<file path="config.mk">
export PLATFORM = sky130hd
export DESIGN_NAME = mcs_memory_config
export DESIGN_NICKNAME = d
export VERILOG_FILES = /design/src/logic/mcs_pkg.sv /design/src/logic/mcs_memory_config.sv
export SDC_FILE = /design/constraint.sdc
export NUM_CORES = 1
export LEC_CHECK = 0
export BUFFER_PORTS_ARGS = -buffer_cell sky130_fd_sc_hd__buf_4
export CORE_MARGIN = 2
export CORE_UTILIZATION = 30
export CTS_BUF_LIST = sky130_fd_sc_hd__clkbuf_8
export DETAILED_ROUTE_END_ITERATION = 8
export GPL_TIMING_DRIVEN = 0
export PLACE_DENSITY = 0.59
export SETUP_SLACK_MARGIN = 0.1
export SYNTH_ARGS = -nofsm -noshare
export SYNTH_HDL_FRONTEND = slang
export SYNTH_SLANG_ARGS = --single-unit
</file>
<file path="constraint.sdc">
create_clock -name clk -period 1.96 [get_ports clk]
set_input_delay 0.392 -clock clk [delete_from_list [all_inputs] [get_ports clk]]
set_output_delay 0.392 -clock clk [all_outputs]
set_load 0.05 [all_outputs]
</file>
<file path="src/logic/mcs_pkg.sv">
// package: register map, codes, timing and carriers of the memory config block
package mcs_pkg;
  localparam logic [7:0] OFS_GATING = 8'h00;
  localparam logic [7:0] OFS_MAPPING = 8'h04;
  localparam logic [7:0] OFS_IDENT_A = 8'h08;
  localparam logic [7:0] OFS_IDENT_B = 8'h0C;
  localparam logic [7:0] OFS_STATUS = 8'h10;
  localparam logic [7:0] OFS_PRI_PROT = 8'h14;
  localparam logic [7:0] OFS_BOOT_PROT = 8'h18;
  localparam logic [7:0] GATING_MASK = 8'h7D;
  localparam logic [7:0] MAPPING_MASK = 8'h9F;
  localparam logic [7:0] BOOT_PROT_MASK = 8'h0F;
  localparam logic [7:0] GATING_RST = 8'h00;
  localparam logic [7:0] PROT_RST = 8'h00;
  localparam logic [3:0] MAP_CFG_RST = 4'h0;
  localparam int GT_ADDR_BIT = 0;
  localparam int GT_CNTL_LSB = 2;
  localparam int GT_ALE_BIT = 5;
  localparam int GT_WRH_BIT = 6;
  localparam int MAP_PERIPH_BIT = 7;
  localparam int ST_REFUSED_BIT = 4;
  localparam logic [3:0] PRI_SIZE_CODE = 4'h5;
  localparam logic [3:0] SRAM_SIZE_CODE = 4'h3;
  localparam logic [3:0] SEC_SIZE_CODE = 4'h2;
  localparam logic [1:0] SEC_TYPE_CODE = 2'h0;
  localparam int PRI_SECTORS = 8;
  localparam int BOOT_SECTORS = 4;
  localparam int TERMS = 3;
  localparam logic [11:0] UNLOCK_ADDR1 = 12'hAAA;
  localparam logic [11:0] UNLOCK_ADDR2 = 12'h554;
  localparam logic [7:0] CODE_UNLOCK1 = 8'hAA;
  localparam logic [7:0] CODE_UNLOCK2 = 8'h55;
  localparam logic [7:0] CODE_PROGRAM = 8'hA0;
  localparam logic [7:0] CODE_ERASE = 8'h80;
  localparam logic [7:0] CODE_SECTOR = 8'h30;
  localparam logic [7:0] CODE_BULK = 8'h10;
  localparam logic [7:0] CODE_SUSPEND = 8'hB0;
  localparam logic [7:0] CODE_IDENT = 8'h90;
  localparam logic [7:0] CODE_RESET = 8'hF0;
  localparam int CLK_MHZ = 100;
  localparam int SE_WINDOW_US = 80;
  localparam int SE_WINDOW_CYC = SE_WINDOW_US * CLK_MHZ;
  localparam int BYTE_TIMEOUT_CYC = 1000;
  localparam int PROG_CYC = 1000;
  localparam int ERASE_CYC = 20000;
  localparam logic [1:0] RESP_OKAY = 2'h0;
  localparam logic [1:0] RESP_SLVERR = 2'h2;
  typedef enum logic [3:0] {
    FS_READ, FS_UNL1, FS_UNL2, FS_PROG_DATA, FS_ERS_CMD, FS_ERS_UNL1,
    FS_ERS_UNL2, FS_SE_WIN, FS_BUSY, FS_SUSP, FS_IDENT
  } mcs_flash_state_t;
  typedef struct packed {
    logic [7:0] low_addr;
    logic [2:0] bus_control_inputs;
    logic ale;
    logic high_byte_write_strobe;
    logic [3:0] port_f_low_pins;
    logic [3:0] muxed_bus_upper_nibble;
    logic program_store_strobe_n;
    logic separate_space_mode;
  } mcs_pins_t;
  typedef struct packed {
    logic [7:0] low_address_gate;
    logic [2:0] bus_control_inputs;
    logic ale;
    logic high_byte_write_strobe;
  } mcs_array_in_t;
  typedef struct packed {
    logic primary_data_access;
    logic boot_data_access;
    logic primary_program_access;
    logic boot_program_access;
    logic sram_program_access;
  } mcs_access_t;
endpackage

</file>
<file path="src/logic/mcs_memory_config.sv">
// memory configuration registers, sector selects and flash command engine
`timescale 1ns/1ns
`default_nettype none
// Summary of operation
// - gating bit 0 high blocks the low eight address lines from the array.
// - separate-space mode: low address from port F and bus upper nibble.
// - gating bits 4..2 disconnect the three bus control inputs when high.
// - gating bit 5 disconnects the address latch enable when high.
// - gating bit 6 disconnects the high-byte write strobe when high.
// - reset loads mapping bits 4..1 from config, clears bits 0, 7.
// - mapping bits 4..0 act only in separate-space mode.
// - mapping bit 0 lets program strobe cycles reach the SRAM.
// - mapping bit 1 low blocks program strobe cycles to the secondary memory.
// - mapping bit 7 enables port F peripheral mode.
// - ident A bits 3..0 give the primary flash size code.
// - ident A bits 7..4 give the SRAM size code.
// - ident B bits 3..0 give the secondary memory size code.
// - ident B bits 5..4 give the secondary memory type.
// - primary flash has eight sector selects, SRAM one select.
// - secondary flash has four boot sector selects.
// - each sector can be protected; program or erase on it is refused.
// - each sector select is the OR of up to three product terms.
// - ready/busy is low during program or erase, high otherwise.
// - plain writes never alter flash; only command sequences do.
// - a sector erase may be suspended and later resumed.
// - every command opens with AAh at AAAh then 55h at 554h, except suspend (B0h), resume (30h) and the F0h ident exit.
// - a bad byte or byte time-out inside a command sequence returns to read mode; suspend and ident mode ignore other bytes.
module mcs_memory_config #(
  parameter logic [3:0] USER_MAP_CFG = mcs_pkg::MAP_CFG_RST,
  parameter logic [3:0] PRI_SIZE = mcs_pkg::PRI_SIZE_CODE,
  parameter logic [3:0] SRAM_SIZE = mcs_pkg::SRAM_SIZE_CODE,
  parameter logic [3:0] SEC_SIZE = mcs_pkg::SEC_SIZE_CODE,
  parameter logic [1:0] SEC_TYPE = mcs_pkg::SEC_TYPE_CODE,
  parameter int unsigned SE_WINDOW = mcs_pkg::SE_WINDOW_CYC,
  parameter int unsigned BYTE_TIMEOUT = mcs_pkg::BYTE_TIMEOUT_CYC,
  parameter int unsigned PROG_TIME = mcs_pkg::PROG_CYC,
  parameter int unsigned ERASE_TIME = mcs_pkg::ERASE_CYC
) (
  input wire logic clk,
  input wire logic rst_n,
  input wire logic [7:0] s_axi_awaddr,
  input wire logic s_axi_awvalid,
  output logic s_axi_awready,
  input wire logic [31:0] s_axi_wdata,
  input wire logic [3:0] s_axi_wstrb,
  input wire logic s_axi_wvalid,
  output logic s_axi_wready,
  output logic [1:0] s_axi_bresp,
  output logic s_axi_bvalid,
  input wire logic s_axi_bready,
  input wire logic [7:0] s_axi_araddr,
  input wire logic s_axi_arvalid,
  output logic s_axi_arready,
  output logic [31:0] s_axi_rdata,
  output logic [1:0] s_axi_rresp,
  output logic s_axi_rvalid,
  input wire logic s_axi_rready,
  input wire mcs_pkg::mcs_pins_t pins_in,
  input wire logic [mcs_pkg::PRI_SECTORS*mcs_pkg::TERMS-1:0] pri_terms,
  input wire logic [mcs_pkg::BOOT_SECTORS*mcs_pkg::TERMS-1:0] boot_terms,
  input wire logic [mcs_pkg::TERMS-1:0] sram_terms,
  input wire logic flash_wr,
  input wire logic [11:0] flash_addr,
  input wire logic [7:0] flash_data,
  output mcs_pkg::mcs_array_in_t array_in,
  output mcs_pkg::mcs_access_t access_en,
  output logic sram_program_strobe,
  output logic boot_program_strobe,
  output logic port_f_peripheral_en,
  output logic [mcs_pkg::PRI_SECTORS-1:0] primary_sector_selects,
  output logic [mcs_pkg::BOOT_SECTORS-1:0] boot_sector_selects,
  output logic sram_select,
  output logic ready_busy_pin
);
  localparam int NSEC = mcs_pkg::PRI_SECTORS + mcs_pkg::BOOT_SECTORS;
  localparam int PW = $bits(mcs_pkg::mcs_pins_t);

  function automatic logic is_mapped(input logic [7:0] a);
    is_mapped = (a[1:0] == 2'h0) && (a <= mcs_pkg::OFS_BOOT_PROT);
  endfunction

  function automatic logic is_cmd(input logic [11:0] a, input logic [7:0] d,
                                  input logic [11:0] ea, input logic [7:0] ed);
    is_cmd = (a == ea) && (d == ed);
  endfunction

  // pin synchroniser; first stage feeds only the second
  logic [PW-1:0] meta_q;
  logic [PW-1:0] sync_q;
  mcs_pkg::mcs_pins_t pins;
  always_ff @(posedge clk or negedge rst_n) begin
    if (!rst_n) begin
      meta_q <= '0;
      sync_q <= '0;
    end else begin
      meta_q <= pins_in;
      sync_q <= meta_q;
    end
  end
  assign pins = sync_q;

  // strap caught once the synchroniser is full
  logic [1:0] strap_cnt_q;
  logic sep_mode_q;
  always_ff @(posedge clk or negedge rst_n) begin
    if (!rst_n) begin
      strap_cnt_q <= 2'h0;
      sep_mode_q <= 1'b0;
    end else if (strap_cnt_q != 2'h3) begin
      strap_cnt_q <= strap_cnt_q + 2'h1;
      if (strap_cnt_q == 2'h2) begin
        sep_mode_q <= pins.separate_space_mode;
      end
    end
  end

  logic [7:0] gating_q;
  logic [7:0] mapping_q;
  logic [7:0] pri_prot_q;
  logic [3:0] boot_prot_q;
  logic refused_q;
  logic refuse_ev;
  logic [7:0] ident_a;
  logic [7:0] ident_b;
  logic [7:0] status;
  mcs_pkg::mcs_flash_state_t state_q;

  assign ident_a = {SRAM_SIZE, PRI_SIZE};
  assign ident_b = {2'h0, SEC_TYPE, SEC_SIZE};
  assign status = {3'h0, refused_q, sep_mode_q, state_q == mcs_pkg::FS_IDENT,
                   state_q == mcs_pkg::FS_SUSP, state_q == mcs_pkg::FS_BUSY};

  // axi write: aw and w in either order
  logic aw_hold_q;
  logic w_hold_q;
  logic [7:0] waddr_q;
  logic [7:0] wdata_q;
  logic wlane_q;
  logic bvalid_q;
  logic [1:0] bresp_q;
  logic do_write;
  assign s_axi_awready = !aw_hold_q && !bvalid_q;
  assign s_axi_wready = !w_hold_q && !bvalid_q;
  assign s_axi_bvalid = bvalid_q;
  assign s_axi_bresp = bresp_q;
  assign do_write = aw_hold_q && w_hold_q && !bvalid_q;

  always_ff @(posedge clk or negedge rst_n) begin
    if (!rst_n) begin
      aw_hold_q <= 1'b0;
      w_hold_q <= 1'b0;
      waddr_q <= 8'h00;
      wdata_q <= 8'h00;
      wlane_q <= 1'b0;
      bvalid_q <= 1'b0;
      bresp_q <= mcs_pkg::RESP_OKAY;
    end else begin
      if (s_axi_awvalid && s_axi_awready) begin
        aw_hold_q <= 1'b1;
        waddr_q <= s_axi_awaddr;
      end
      if (s_axi_wvalid && s_axi_wready) begin
        w_hold_q <= 1'b1;
        wdata_q <= s_axi_wdata[7:0];
        wlane_q <= s_axi_wstrb[0];
      end
      if (do_write) begin
        aw_hold_q <= 1'b0;
        w_hold_q <= 1'b0;
        bvalid_q <= 1'b1;
        bresp_q <= is_mapped(waddr_q) ? mcs_pkg::RESP_OKAY : mcs_pkg::RESP_SLVERR;
      end else if (bvalid_q && s_axi_bready) begin
        bvalid_q <= 1'b0;
      end
    end
  end

  logic wr_en;
  assign wr_en = do_write && wlane_q;

  always_ff @(posedge clk or negedge rst_n) begin
    if (!rst_n) begin
      gating_q <= mcs_pkg::GATING_RST;
      mapping_q <= {3'h0, USER_MAP_CFG, 1'b0};
    end else if (wr_en) begin
      if (waddr_q == mcs_pkg::OFS_GATING) begin
        gating_q <= wdata_q & mcs_pkg::GATING_MASK;
      end
      if (waddr_q == mcs_pkg::OFS_MAPPING) begin
        mapping_q <= wdata_q & mcs_pkg::MAPPING_MASK;
      end
    end
  end

  always_ff @(posedge clk or negedge rst_n) begin
    if (!rst_n) begin
      pri_prot_q <= mcs_pkg::PROT_RST;
      boot_prot_q <= 4'h0;
    end else if (wr_en) begin
      if (waddr_q == mcs_pkg::OFS_PRI_PROT) begin
        pri_prot_q <= wdata_q;
      end
      if (waddr_q == mcs_pkg::OFS_BOOT_PROT) begin
        boot_prot_q <= wdata_q[3:0];
      end
    end
  end

  // refused flag: a new refusal wins over a same-cycle clear
  always_ff @(posedge clk or negedge rst_n) begin
    if (!rst_n) begin
      refused_q <= 1'b0;
    end else if (refuse_ev) begin
      refused_q <= 1'b1;
    end else if (wr_en && waddr_q == mcs_pkg::OFS_STATUS &&
                 wdata_q[mcs_pkg::ST_REFUSED_BIT]) begin
      refused_q <= 1'b0;
    end
  end

  // axi read path
  logic rvalid_q;
  logic [7:0] rdata_q;
  logic [1:0] rresp_q;
  logic [7:0] rmux;
  assign s_axi_arready = !rvalid_q;
  assign s_axi_rvalid = rvalid_q;
  assign s_axi_rdata = {24'h000000, rdata_q};
  assign s_axi_rresp = rresp_q;

  always_comb begin
    case (s_axi_araddr)
      mcs_pkg::OFS_GATING: rmux = gating_q;
      mcs_pkg::OFS_MAPPING: rmux = mapping_q;
      mcs_pkg::OFS_IDENT_A: rmux = ident_a;
      mcs_pkg::OFS_IDENT_B: rmux = ident_b;
      mcs_pkg::OFS_STATUS: rmux = status;
      mcs_pkg::OFS_PRI_PROT: rmux = pri_prot_q;
      mcs_pkg::OFS_BOOT_PROT: rmux = {4'h0, boot_prot_q};
      default: rmux = 8'h00;
    endcase
  end

  always_ff @(posedge clk or negedge rst_n) begin
    if (!rst_n) begin
      rvalid_q <= 1'b0;
      rdata_q <= 8'h00;
      rresp_q <= mcs_pkg::RESP_OKAY;
    end else if (s_axi_arvalid && s_axi_arready) begin
      rvalid_q <= 1'b1;
      rdata_q <= rmux;
      rresp_q <= is_mapped(s_axi_araddr) ? mcs_pkg::RESP_OKAY : mcs_pkg::RESP_SLVERR;
    end else if (rvalid_q && s_axi_rready) begin
      rvalid_q <= 1'b0;
    end
  end

  // sector selects from product terms
  logic [NSEC-1:0] sel;
  logic [NSEC-1:0] prot;
  genvar g;
  generate
    for (g = 0; g < NSEC; g++) begin : g_sel
      if (g < mcs_pkg::PRI_SECTORS) begin : g_pri
        assign sel[g] = |pri_terms[g*mcs_pkg::TERMS +: mcs_pkg::TERMS];
      end else begin : g_boot
        assign sel[g] = |boot_terms[(g-mcs_pkg::PRI_SECTORS)*mcs_pkg::TERMS +:
                                    mcs_pkg::TERMS];
      end
    end
  endgenerate
  assign prot = {boot_prot_q, pri_prot_q};

  // array input gating, access steering
  logic [7:0] addr_src;
  logic [4:0] map_eff;
  logic sram_sel;
  assign sram_sel = |sram_terms;
  assign addr_src = sep_mode_q ? {pins.muxed_bus_upper_nibble, pins.port_f_low_pins}
                               : pins.low_addr;
  assign map_eff = sep_mode_q ? mapping_q[4:0] : 5'h1F;

  always_ff @(posedge clk or negedge rst_n) begin
    if (!rst_n) begin
      array_in <= '0;
      access_en <= '0;
      sram_program_strobe <= 1'b0;
      boot_program_strobe <= 1'b0;
      port_f_peripheral_en <= 1'b0;
      primary_sector_selects <= '0;
      boot_sector_selects <= '0;
      sram_select <= 1'b0;
    end else begin
      array_in.low_address_gate <= gating_q[mcs_pkg::GT_ADDR_BIT] ? 8'h00 : addr_src;
      array_in.bus_control_inputs <= pins.bus_control_inputs &
          ~gating_q[mcs_pkg::GT_CNTL_LSB +: 3];
      array_in.ale <= pins.ale & ~gating_q[mcs_pkg::GT_ALE_BIT];
      array_in.high_byte_write_strobe <= pins.high_byte_write_strobe &
          ~gating_q[mcs_pkg::GT_WRH_BIT];
      access_en <= map_eff;
      sram_program_strobe <= !pins.program_store_strobe_n && sram_sel &&
                             map_eff[0];
      boot_program_strobe <= !pins.program_store_strobe_n &&
                             (|sel[NSEC-1:mcs_pkg::PRI_SECTORS]) && map_eff[1];
      port_f_peripheral_en <= mapping_q[mcs_pkg::MAP_PERIPH_BIT];
      primary_sector_selects <= sel[mcs_pkg::PRI_SECTORS-1:0];
      boot_sector_selects <= sel[NSEC-1:mcs_pkg::PRI_SECTORS];
      sram_select <= sram_sel;
    end
  end

  // flash command engine; plain writes outside a sequence change nothing
  logic [NSEC-1:0] bank_q;
  logic [NSEC-1:0] erase_mask_q;
  logic sector_erase_q;
  logic [23:0] gap_q;
  logic [23:0] busy_q;
  logic [NSEC-1:0] bank_now;
  assign bank_now = (|sel[mcs_pkg::PRI_SECTORS-1:0]) ?
                    {{mcs_pkg::BOOT_SECTORS{1'b0}}, {mcs_pkg::PRI_SECTORS{1'b1}}} :
                    {{mcs_pkg::BOOT_SECTORS{1'b1}}, {mcs_pkg::PRI_SECTORS{1'b0}}};

  logic timed_out;
  logic waiting;
  assign waiting = state_q inside {[mcs_pkg::FS_UNL1:mcs_pkg::FS_ERS_UNL2]};
  assign timed_out = waiting && gap_q >= 24'(BYTE_TIMEOUT);
  assign refuse_ev = flash_wr && state_q == mcs_pkg::FS_PROG_DATA &&
                     |(sel & prot) ||
                     state_q == mcs_pkg::FS_SE_WIN && gap_q >= 24'(SE_WINDOW) &&
                     erase_mask_q == '0;

  always_ff @(posedge clk or negedge rst_n) begin
    if (!rst_n) begin
      gap_q <= 24'h000000;
    end else if (flash_wr || !(waiting || state_q == mcs_pkg::FS_SE_WIN)) begin
      gap_q <= 24'h000000;
    end else begin
      gap_q <= gap_q + 24'h000001;
    end
  end

  always_ff @(posedge clk or negedge rst_n) begin
    if (!rst_n) begin
      state_q <= mcs_pkg::FS_READ;
      bank_q <= '0;
      erase_mask_q <= '0;
      sector_erase_q <= 1'b0;
      busy_q <= '0;
    end else if (timed_out) begin
      state_q <= mcs_pkg::FS_READ;
    end else begin
      case (state_q)
        mcs_pkg::FS_READ: begin
          if (flash_wr && (|sel) && is_cmd(flash_addr, flash_data,
              mcs_pkg::UNLOCK_ADDR1, mcs_pkg::CODE_UNLOCK1)) begin
            state_q <= mcs_pkg::FS_UNL1;
            bank_q <= bank_now;
          end
        end
        mcs_pkg::FS_UNL1: begin
          if (flash_wr) begin
            state_q <= is_cmd(flash_addr, flash_data, mcs_pkg::UNLOCK_ADDR2,
                       mcs_pkg::CODE_UNLOCK2) ? mcs_pkg::FS_UNL2 : mcs_pkg::FS_READ;
          end
        end
        mcs_pkg::FS_UNL2: begin
          if (flash_wr) begin
            if (flash_addr != mcs_pkg::UNLOCK_ADDR1) begin
              state_q <= mcs_pkg::FS_READ;
            end else if (flash_data == mcs_pkg::CODE_PROGRAM) begin
              state_q <= mcs_pkg::FS_PROG_DATA;
            end else if (flash_data == mcs_pkg::CODE_ERASE) begin
              state_q <= mcs_pkg::FS_ERS_CMD;
            end else if (flash_data == mcs_pkg::CODE_IDENT) begin
              state_q <= mcs_pkg::FS_IDENT;
            end else begin
              state_q <= mcs_pkg::FS_READ;
            end
          end
        end
        mcs_pkg::FS_PROG_DATA: begin
          if (flash_wr) begin
            if (|(sel & prot)) begin
              state_q <= mcs_pkg::FS_READ;
            end else begin
              state_q <= mcs_pkg::FS_BUSY;
              sector_erase_q <= 1'b0;
              busy_q <= 24'(PROG_TIME);
            end
          end
        end
        mcs_pkg::FS_ERS_CMD: begin
          if (flash_wr) begin
            state_q <= is_cmd(flash_addr, flash_data, mcs_pkg::UNLOCK_ADDR1,
                       mcs_pkg::CODE_UNLOCK1) ? mcs_pkg::FS_ERS_UNL1 : mcs_pkg::FS_READ;
          end
        end
        mcs_pkg::FS_ERS_UNL1: begin
          if (flash_wr) begin
            state_q <= is_cmd(flash_addr, flash_data, mcs_pkg::UNLOCK_ADDR2,
                       mcs_pkg::CODE_UNLOCK2) ? mcs_pkg::FS_ERS_UNL2 : mcs_pkg::FS_READ;
          end
        end
        mcs_pkg::FS_ERS_UNL2: begin
          if (flash_wr) begin
            if (flash_data == mcs_pkg::CODE_SECTOR) begin
              state_q <= mcs_pkg::FS_SE_WIN;
              erase_mask_q <= sel & ~prot;
            end else if (is_cmd(flash_addr, flash_data, mcs_pkg::UNLOCK_ADDR1,
                                mcs_pkg::CODE_BULK) && |(bank_q & ~prot)) begin
              state_q <= mcs_pkg::FS_BUSY;
              erase_mask_q <= bank_q & ~prot;
              sector_erase_q <= 1'b0;
              busy_q <= 24'(ERASE_TIME);
            end else begin
              state_q <= mcs_pkg::FS_READ;
            end
          end
        end
        mcs_pkg::FS_SE_WIN: begin
          if (flash_wr && flash_data == mcs_pkg::CODE_SECTOR) begin
            erase_mask_q <= erase_mask_q | (sel & ~prot);
          end else if (flash_wr) begin
            state_q <= mcs_pkg::FS_READ;
            erase_mask_q <= '0;
          end else if (gap_q >= 24'(SE_WINDOW)) begin
            state_q <= (erase_mask_q == '0) ? mcs_pkg::FS_READ : mcs_pkg::FS_BUSY;
            sector_erase_q <= 1'b1;
            busy_q <= 24'(ERASE_TIME);
          end
        end
        mcs_pkg::FS_BUSY: begin
          if (flash_wr && sector_erase_q && flash_data == mcs_pkg::CODE_SUSPEND) begin
            state_q <= mcs_pkg::FS_SUSP;
          end else if (busy_q <= 24'h000001) begin
            state_q <= mcs_pkg::FS_READ;
            erase_mask_q <= '0;
            busy_q <= '0;
          end else begin
            busy_q <= busy_q - 24'h000001;
          end
        end
        mcs_pkg::FS_SUSP: begin
          if (flash_wr && flash_data == mcs_pkg::CODE_SECTOR) begin
            state_q <= mcs_pkg::FS_BUSY;
          end
        end
        mcs_pkg::FS_IDENT: begin
          if (flash_wr && flash_data == mcs_pkg::CODE_RESET) begin
            state_q <= mcs_pkg::FS_READ;
          end
        end
        default: state_q <= mcs_pkg::FS_READ;
      endcase
    end
  end

  // host polls this before the next operation
  assign ready_busy_pin = (state_q != mcs_pkg::FS_BUSY);
endmodule // mcs_memory_config
`default_nettype wire

</file>
* Word level (Yosys, flattened, before mapping)
Cells that the tools add are included.
Cells by class: add/subtract/negate cells 3, multipliers 0, divide/modulo/power cells 0, magnitude comparators 7, equal/unequal tests 59, shift operators 0, muxes and demuxes 73, bitwise operators 12, reductions and logical operators 85
Operators by type and width (count):
- 24-bit two-way mux | 11
- 12-bit two-way mux | 8
- 24-bit one-hot mux with 4 select lines | 1
- 4-bit two-way mux | 23
- 8-bit by 5-bit == test with 1-bit output (second input constant) | 7
- 8-bit one-hot mux with 7 select lines | 1
- 8-bit == test (second input constant) | 6
- 4-bit one-hot mux with 11 select lines | 1
- 3-bit OR reduction | 13
- 12-bit bitwise AND | 3
- 12-bit one-hot mux with 3 select lines | 1
- 12-bit OR reduction | 3
- 36-bit OR reduction | 1
- 1-bit logical AND | 34
- 3-bit inequality test (second input constant) | 9
- 24-bit by 1-bit adder with 24-bit output (second input constant) | 1
- 24-bit by 10-bit greater-or-equal comparator with 1-bit output (second input constant) | 1
- 24-bit by 13-bit greater-or-equal comparator with 1-bit output (second input constant) | 1
- 24-bit by 1-bit less-or-equal comparator with 1-bit output (second input constant) | 1
- 24-bit OR reduction | 1
- 24-bit by 1-bit subtractor with 24-bit output (second input constant) | 1
- 1-bit two-way mux | 18
- 2-bit inequality test (second input constant) | 9
- 4-bit by 3-bit == test with 1-bit output (second input constant) | 4
- 47 further kinds | 80
Word-level totals: flip-flop bits (word level) 218, latch bits 0, RAM bits 0, ROM bits 0, bits of input ports 142, output and inout bits 76, logic and storage cells 279, memories kept 0

* Longest topological paths before layout
Gate-level depths: netlist of the first run.
depth after elaboration 9, gate-level depth with buffers 8, depth with buffers taken out 7

* Least setup slack after synthesis of the first run
No wires, ideal clock.
kind register to register, start reg bvalid_q, in the netlist s_axi_bvalid, end reg wdata_q[0], library setup time 0.125 ns, data arrival time 2.221 ns, data required time 1.835 ns, slack -0.385 ns, cell stages (with the launch flop) 5, path buffers 1, clock period less this slack 2.345 ns, cells stage by stage dfrtp_1 -> nor2_1 -> and2_1 -> clkbuf_1 -> mux2_2
On the way: word-level cells in the longest chain between the ends 3
RTL lines:
- start, declared | line mcs_memory_config.sv:139 | logic bvalid_q;
- start signal, assigned | line mcs_memory_config.sv:155 | bvalid_q <= 1'b0;
- start signal, assigned | line mcs_memory_config.sv:170 | bvalid_q <= 1'b1;
- start signal, assigned | line mcs_memory_config.sv:173 | bvalid_q <= 1'b0;
- 1-bit zero test | line mcs_memory_config.sv:143 | assign s_axi_wready = !w_hold_q && !bvalid_q;
- 1-bit logical AND | line mcs_memory_config.sv:143
- named net s_axi_wready | line mcs_memory_config.sv:47 | output logic s_axi_wready,
- 1-bit logical AND | line mcs_memory_config.sv:162 | if (s_axi_wvalid && s_axi_wready) begin
- end signal, assigned | line mcs_memory_config.sv:164 | wdata_q <= s_axi_wdata[7:0];
- end, declared | line mcs_memory_config.sv:137 | logic [7:0] wdata_q;
The timed path passes the listed nets, and every way through them passes these cells. A chain may end at the register's enable or synchronous reset.

* Final worst setup path of the first run
start reg busy_q[14], end reg state_q[0]
On the way: word-level cells in the longest chain between the ends 3
RTL lines:
- start, declared | line mcs_memory_config.sv:317 | logic [23:0] busy_q;
- start signal, assigned | line mcs_memory_config.sv:388 | busy_q <= 24'(PROG_TIME);
- start signal, assigned | line mcs_memory_config.sv:414 | busy_q <= 24'(ERASE_TIME);
- start signal, assigned | line mcs_memory_config.sv:429 | busy_q <= 24'(ERASE_TIME);
- 24-bit by 1-bit less-or-equal comparator with 1-bit output | line mcs_memory_config.sv:435 | end else if (busy_q <= 24'h000001) begin
- 4-bit by 1-bit inequality test with 1-bit output (no line)
- 12-bit AND reduction (no line)
- end signal, assigned | line mcs_memory_config.sv:434 | state_q <= mcs_pkg::FS_SUSP;
- end signal, assigned | line mcs_memory_config.sv:436 | state_q <= mcs_pkg::FS_READ;
- end signal, assigned | line mcs_memory_config.sv:445 | state_q <= mcs_pkg::FS_BUSY;
- end, declared | line mcs_memory_config.sv:126 | mcs_pkg::mcs_flash_state_t state_q;
Every way passes these cells.

==> metrics, run 1 <==
drt first pass iters 5; via-per-instance ratio 5.05; Max Clock Freq 0.443 GHz; cell taking the most area after synthesis dfrtp_1; crit-path cells nor4_4 -> nand3_2 -> o31a_1 -> or3_4 -> or3_4 -> o22ai_2; R2R depth 6; CP Class reg -> reg; crit path capture state_q[0]; Cell Pwr Density 1140 mW/mm2; DIE HEIGHT 182 um; clock-pin slew of the registers on the worst-case setup and hold paths 0.06 ns; Post-Route WL 28.3 mm; WP data required 2.39 ns; Clock Latency Late Sink 0.54 ns; crit path launch busy_q[14]; Clock Sink Count 206; crit path capture type flip-flop; clock share of power 25.8%; DRT antenna net count 0; Final setup viols 42; min Tclk post-route 2.26 ns; CTS Buf Count 38; Critical Path AT 2.69 ns; Worst Clk Skew 0.0305 ns; cells after synthesis 878; Post-synth top cells dfrtp_1, nor2_1, nand2_1; Main synth FF type dfrtp_1; die area 0.0331 mm2; fraction of layout cells with a size suffix above 1 43.7%; reg2reg end state_q[0]; flops & latches, synth 206; Reg2Reg Setup Slack -0.30 ns; H-tree levels 2; Syn-to-layout area delta 49.6%; internal power 10.2 mW; pin slew with the least headroom to its limit 0.905 ns; DR WL/cell 17.2 um; DR DRC count 0; Area contributors post-synth dfrtp_1, mux2_2, nor2_1, o31ai_1, o21ai_0; Leakage 6.35 nW; routability cong. 0.855; core footprint 0.0314 mm2; DP Wirelength 18.6 mm; Critical Path Max Stage Delay 0.43 ns; Die W 182 um; slowest CP cell dfrtp_2; count leader, synth dfrtp_1; Final WS setup -0.297 ns; row cnt 65; largest buffer count on any clock path 3; logic gate share of total power 39.0%; most used cell, CP or3_4; initial antenna violation count 0; Place WS -0.944 ns; Seq pwr share 35.2%; fin crit share 115%; ant diodes 0; Rel. slew slack 39.1%; post-synthesis sequential area ratio 54.3%; post-synth top area share 54.3%; clock tree from TritonCTS done; RSZ-0062 raised after global routing yes; Post-synth ARST share 100%; first-pass GRT wire length 44.0 mm; total negative setup slack -5.78 ns; clk root buf clkbuf_8; Crit Path Max Fanout 3; Synth cell types 77; number of global-route vias before repair 8,179; startpoint types flip-flop; Nets 1,365; EDFF count, synth 0; grt total ovfl 0; Hold Crit Class in -> reg; switch share 36.9%; gr usage total 16.5%; Max IR drop VDD 0.000750 V; via count 8,314; largest net degree at the start of global routing 113; I/O pin cnt 218; Hold Vio Cnt, Final 0; violated checks setup timing; status finished with violations; Buffers on Ports 163; initial drt markers 629; Reg-to-Reg Start busy_q[14]; Yosys warnings 0; syn_area_per_cell 10.8 um2; Sw Pwr 5.95 mW; Slew Viols, Final 0; starting density of the core 30.2%; max_cap viols 0; Mapped Area 0.00949 mm2
per-layer routing:
metal / vias to the layer above / track usage, % / share of wire [%]
li1: 3862 / - / -
met1: 4088 / 22.4 / 44
met2: 316 / 26.9 / 48
met3: 48 / 3.23 / 6.6
met4: 0 / 4.55 / 1.9
met5: - / 0 / 0
power by group through the flow:
stage                     registers, mW  clock network [mW]  logic, mW
final                              5.68                4.17       6.29
after global routing               5.77                4.50       6.68
after CTS                          5.61                4.29       5.21
after detailed placement           5.67                   0       4.04
after global placement             5.64                   0       3.97
after floorplan                    5.74                   0       2.61
placed cells by master (no fill, tap or decap), types with 22 or more instances in the layout:
cell           netlist  final
a21oi_1             33     24
nor2_1              83     72
mux2_2              42     35
clkbuf_8             0     51
inv_1               21     28
dfrtp_1            206    187
buf_6                0     29
dlygate4sd3_1        0     24
buf_4               26    241
nand3_1             26     22
nand2_1             46     44
conb_1               1     26
state kept, by name, indices dropped and copies added, names as in the netlist, 4 cells and up:
signal / cells
access_en: 5
rdata_q: 8
gap_q: 24
state_q: 4
wdata_q: 8
waddr_q: 8
meta_q: 23
array_in: 13
boot_sector_selects: 4
pins: 23
boot_prot_q: 4
erase_mask_q: 12
gating_q: 6
busy_q: 24
primary_sector_selects: 8
mapping_q: 6
pri_prot_q: 8
critical path: cells and delay by family (launching register included):
kind | cells | cell delay [ns]
DFF | 1 | 0.43
and+or+nand+nor | 4 | 1.22
AOI/OAI and AO/OA | 2 | 0.49
cell type report:
class | count | area (um2)
Fill cell | 2898 | 17200
Sequential cell | 206 | 5180
Multi-Input combinational cell | 619 | 4880
Timing Repair Buffer | 274 | 2320
Clock buffer | 44 | 606
Tap cell | 402 | 503
Buffer | 56 | 439
Clock inverter | 23 | 178
Inverter | 22 | 100
kinds of logic after synthesis:
logic type      Yosys count  share of synthesized area (%)
compound gates          187                           13.5
buf+inv                  78                           4.20
flops                   206                           54.3
other cells               1                         0.0395
fa+ha+maj                 6                          0.791
simple gates            321                           18.5
mux                      56                           6.46
xor+xnor                 23                           2.12
worst min path at each step:
stage / from / endpoint / cells past startpoint
2_1_floorplan: rst_n / access_en[0] / 0
3_3_place_gp: meta_q[5] / pins[5] / 0
3_5_place_dp: meta_q[6] / pins[6] / 0
4_1_cts: s_axi_rready / s_axi_rvalid / 2
5_1_grt: s_axi_rready / s_axi_rvalid / 2
6_report: s_axi_rready / s_axi_rvalid / 2
per-stage QoR:
| stage | area [um2] | hold slack [ns] | cells | util [%] | total power [mW] |
|---|---|---|---|---|---|
| floorplan | 9800 | 0.0964 | 903 | - | 8.34 |
| global placement | 11500 | 0.331 | 1468 | 36.7 | 9.61 |
| detailed placement | 11600 | 0.336 | 1469 | 36.8 | 9.71 |
| CTS | 13500 | 0.00138 | 1613 | 43.0 | 15.1 |
| global route | 14200 | 0.00571 | 1646 | 45.2 | 17.0 |
| finish | 14200 | 0.0231 | 1646 | 45.2 | 16.1 |
timing repair:
item / 4_1_cts / 5_1_grt
pin swaps: 40 / 46
cloned: 4 / 3
endpoints found under the hold margin: 117 / 0
buffers inserted: 49 / 35
endpoints found under the setup margin: 87 / 94
hold buffers: 24 / 0
gates resized for setup: 132 / 107
No activity file was read; power rests on OpenSTA's default activity.
==> run 2: changes to the inputs <==
--- a/config.mk
+++ b/config.mk
@@ -6,11 +6,10 @@
 export NUM_CORES = 1
 export LEC_CHECK = 0
 export BUFFER_PORTS_ARGS = -buffer_cell sky130_fd_sc_hd__buf_4
-export CORE_MARGIN = 2
 export CORE_UTILIZATION = 30
 export CTS_BUF_LIST = sky130_fd_sc_hd__clkbuf_8
 export DETAILED_ROUTE_END_ITERATION = 8
-export GPL_TIMING_DRIVEN = 0
+export GPL_TIMING_DRIVEN = 1
 export PLACE_DENSITY = 0.59
 export SETUP_SLACK_MARGIN = 0.1
 export SYNTH_ARGS = -nofsm -noshare
==> run 2 against run 1 <==
Effect of this change: largest power group unchanged; critical path depth did not move; combinational power rose by 2%; critical endpoint unchanged; total power fell by 2.1%; sequential share of layout area fell by 1.1 points; clock skew fell by 0.0049 ns; the run ends with DRC, setup timing left; hold slack improved by 0.021 ns; routed wire length fell by 1.4%; via count rose by 1.6%; first-iteration DRC count fell by 9.9%.
==> metrics, run 2 (synthesis gave the netlist of run 1 again) <==
status finished with violations; violated checks DRC, setup timing; Final setup viols 40 (-4.8%); placed cell areas 0.0127 mm2 (+9.4%); hold_sp s_axi_rready; routability cong. 0.845 (-1.2%); initial antenna violation count 0 (unchanged); starting density of the core 30.8% (+0.55 points); Clock Latency Late Sink 0.53 ns (about the same); clk root buf clkbuf_8; Slew Viols, Final 0 (unchanged); H-tree levels 2 (unchanged); crit path capture type flip-flop; row cnt 64 (-1.5%); Hold Crit Class in -> reg; Buffers on Ports 164 (+0.61%); Reg2Reg Setup Slack -0.24 ns (+0.06 ns); drt first pass iters 9 (+4); Clock Sink Count 206 (unchanged); fin crit share 112% (-2.8 points); grt total ovfl 0 (unchanged); R2R depth 6 (unchanged); I/O pin cnt 218 (unchanged); Hold Vio Cnt, Final 0 (unchanged); core footprint 0.0308 mm2 (-1.8%); Crit Path Max Fanout 2 (-1); fraction of layout cells with a size suffix above 1 46.1% (+2.3 points); via-per-instance ratio 4.91 (-2.8%); most common cell after layout, fill and taps aside buf_4; RSZ-0062 raised after global routing yes; via count 8,451 (+1.6%); clock tree from TritonCTS done; min Tclk post-route 2.20 ns (-0.0555 ns); Final WS setup -0.242 ns (+0.0555 ns); reg2reg end state_q[0]; ant diodes 0 (unchanged); gr usage total 17.1% (+0.64 points); CP Class reg -> reg; top flop regs busy_q: 24 flops, gap_q: 24 flops; Syn-to-layout area delta 53.8%; Filler cells 2,782 (-4.0%); first-pass GRT wire length 44.9 mm (+2.1%); number of global-route vias before repair 8,551 (+4.5%); Worst Clk Skew 0.0256 ns (-0.00492 ns); DR WL/cell 16.2 um (-5.8%); largest net degree at the start of global routing 67 (-41%); Critical Path AT 2.64 ns (-0.05 ns); Leakage 6.72 nW (+5.8%); Tot Pwr 15.8 mW (-2.1%); commonest cells after routing, fill and taps aside buf_4, dfrtp_1, nor2_1, nand2_1, clkbuf_8; largest buffer count on any clock path 3 (unchanged); Worst Hold Path Cells 2 (unchanged); die area 0.0324 mm2 (-2.2%); DR DRC count 16 (+16); CTS Buf Count 38 (unchanged); final instance area 0.0146 mm2 (+2.8%); Die W 180 um (-1.1%); initial drt markers 567 (-9.9%); smallest hold slack 0.0444 ns (+0.0213 ns); Cell Pwr Density 1080 mW/mm2 (-4.8%); clock-pin slew of the registers on the worst-case setup and hold paths 0.06 ns (about the same); WP data required 2.40 ns (about the same); Max Clock Freq 0.454 GHz (+2.5%); Reg-to-Reg Start busy_q[11]; max_cap viols 0 (unchanged); Post-Route WL 27.9 mm (-1.4%); Max IR drop VDD 0.000851 V (+14%); DRT antenna net count 0 (unchanged); Nets 1,451 (+6.3%); startpoint types flip-flop; DIE HEIGHT 180 um (-1.1%); DP Wirelength 19.8 mm (+6.7%); Worst Hold End s_axi_rvalid
-- run 2: changes by cell type in the layout (fill, tap and decap cells not counted), sizes merged, moves of 4 or more --
cell,previous run,this run
buf,282,387
clkbuf,68,42
clkinv,10,6
inv,30,34
-- run 2: worst max-delay path, cell delays in order (launching register included) --
cell and delay [ns]:
dfrtp_1 0.42, nor4_4 0.36, nand3_2 0.15, o31a_1 0.29
or3_4 0.39, or3_4 0.37, o22ai_2 0.14
-- run 2: through the flow --
step	setup slack, ns	std cells	setup TNS [ns]	util [%]
2_1_floorplan	-0.174	903	-2.10	-
3_3_place_gp	-0.432	1595	-15.33	41.0
3_5_place_dp	-0.449	1595	-16.05	41.0
4_1_cts	-0.242	1706	-4.24	45.8
5_1_grt	-0.309	1722	-8.64	47.4
6_report	-0.242	1722	-5.12	47.4
-- run 2: routing by layer --
metal / up-vias / track usage [%] / share of wire, %
met4: 0 / 5.28 / 2.3
li1: 4035 / - / -
met2: 262 / 26.5 / 45
met3: 54 / 3.28 / 5.6
met5: - / 0 / 0
met1: 4100 / 24.1 / 47
-- run 2: power breakdown --
part           switching [mW]  total (mW)  leakage [nW]  internal (mW)
Clock                    1.79        3.83         0.404           2.03
Sequential              0.644        5.53          2.55           4.89
Combinational            3.37        6.43          3.76           3.06
Total                    5.81        15.8          6.72           9.98
-- run 2: how the worst max path moves through the flow --
stage | start | end | slack [ns] | cells past startpoint
after floorplan | busy_q[14] | state_q[0] | -0.17 | 6
after global placement | flash_addr[4] | erase_mask_q[2] | -0.43 | 9
after detailed placement | flash_addr[8] | busy_q[8] | -0.45 | 7
after CTS | state_q[2] | ready_busy_pin | -0.24 | 4
after global routing | busy_q[11] | busy_q[11] | -0.31 | 8
final | busy_q[11] | state_q[0] | -0.24 | 6
-- run 2: repair_timing --
action,in CTS,in global routing
endpoints found under the hold margin,63,0
pin swaps,37,41
setup endpoints to repair,66,72
gates cloned,4,1
hold buffers,24,0
buffers inserted,21,19
gates resized for setup,93,80
-- run 2: cell type report --
cell class,instances,area (um2),area share [%]
sequential,206,5170,35.4
multi-input combinational,622,4750,32.5
timing repair buffer,413,3380,23.2
clock buffer,40,551,3.77
tap,396,495,3.39
clock inverter,23,150,1.03
inverter,22,100,0.686
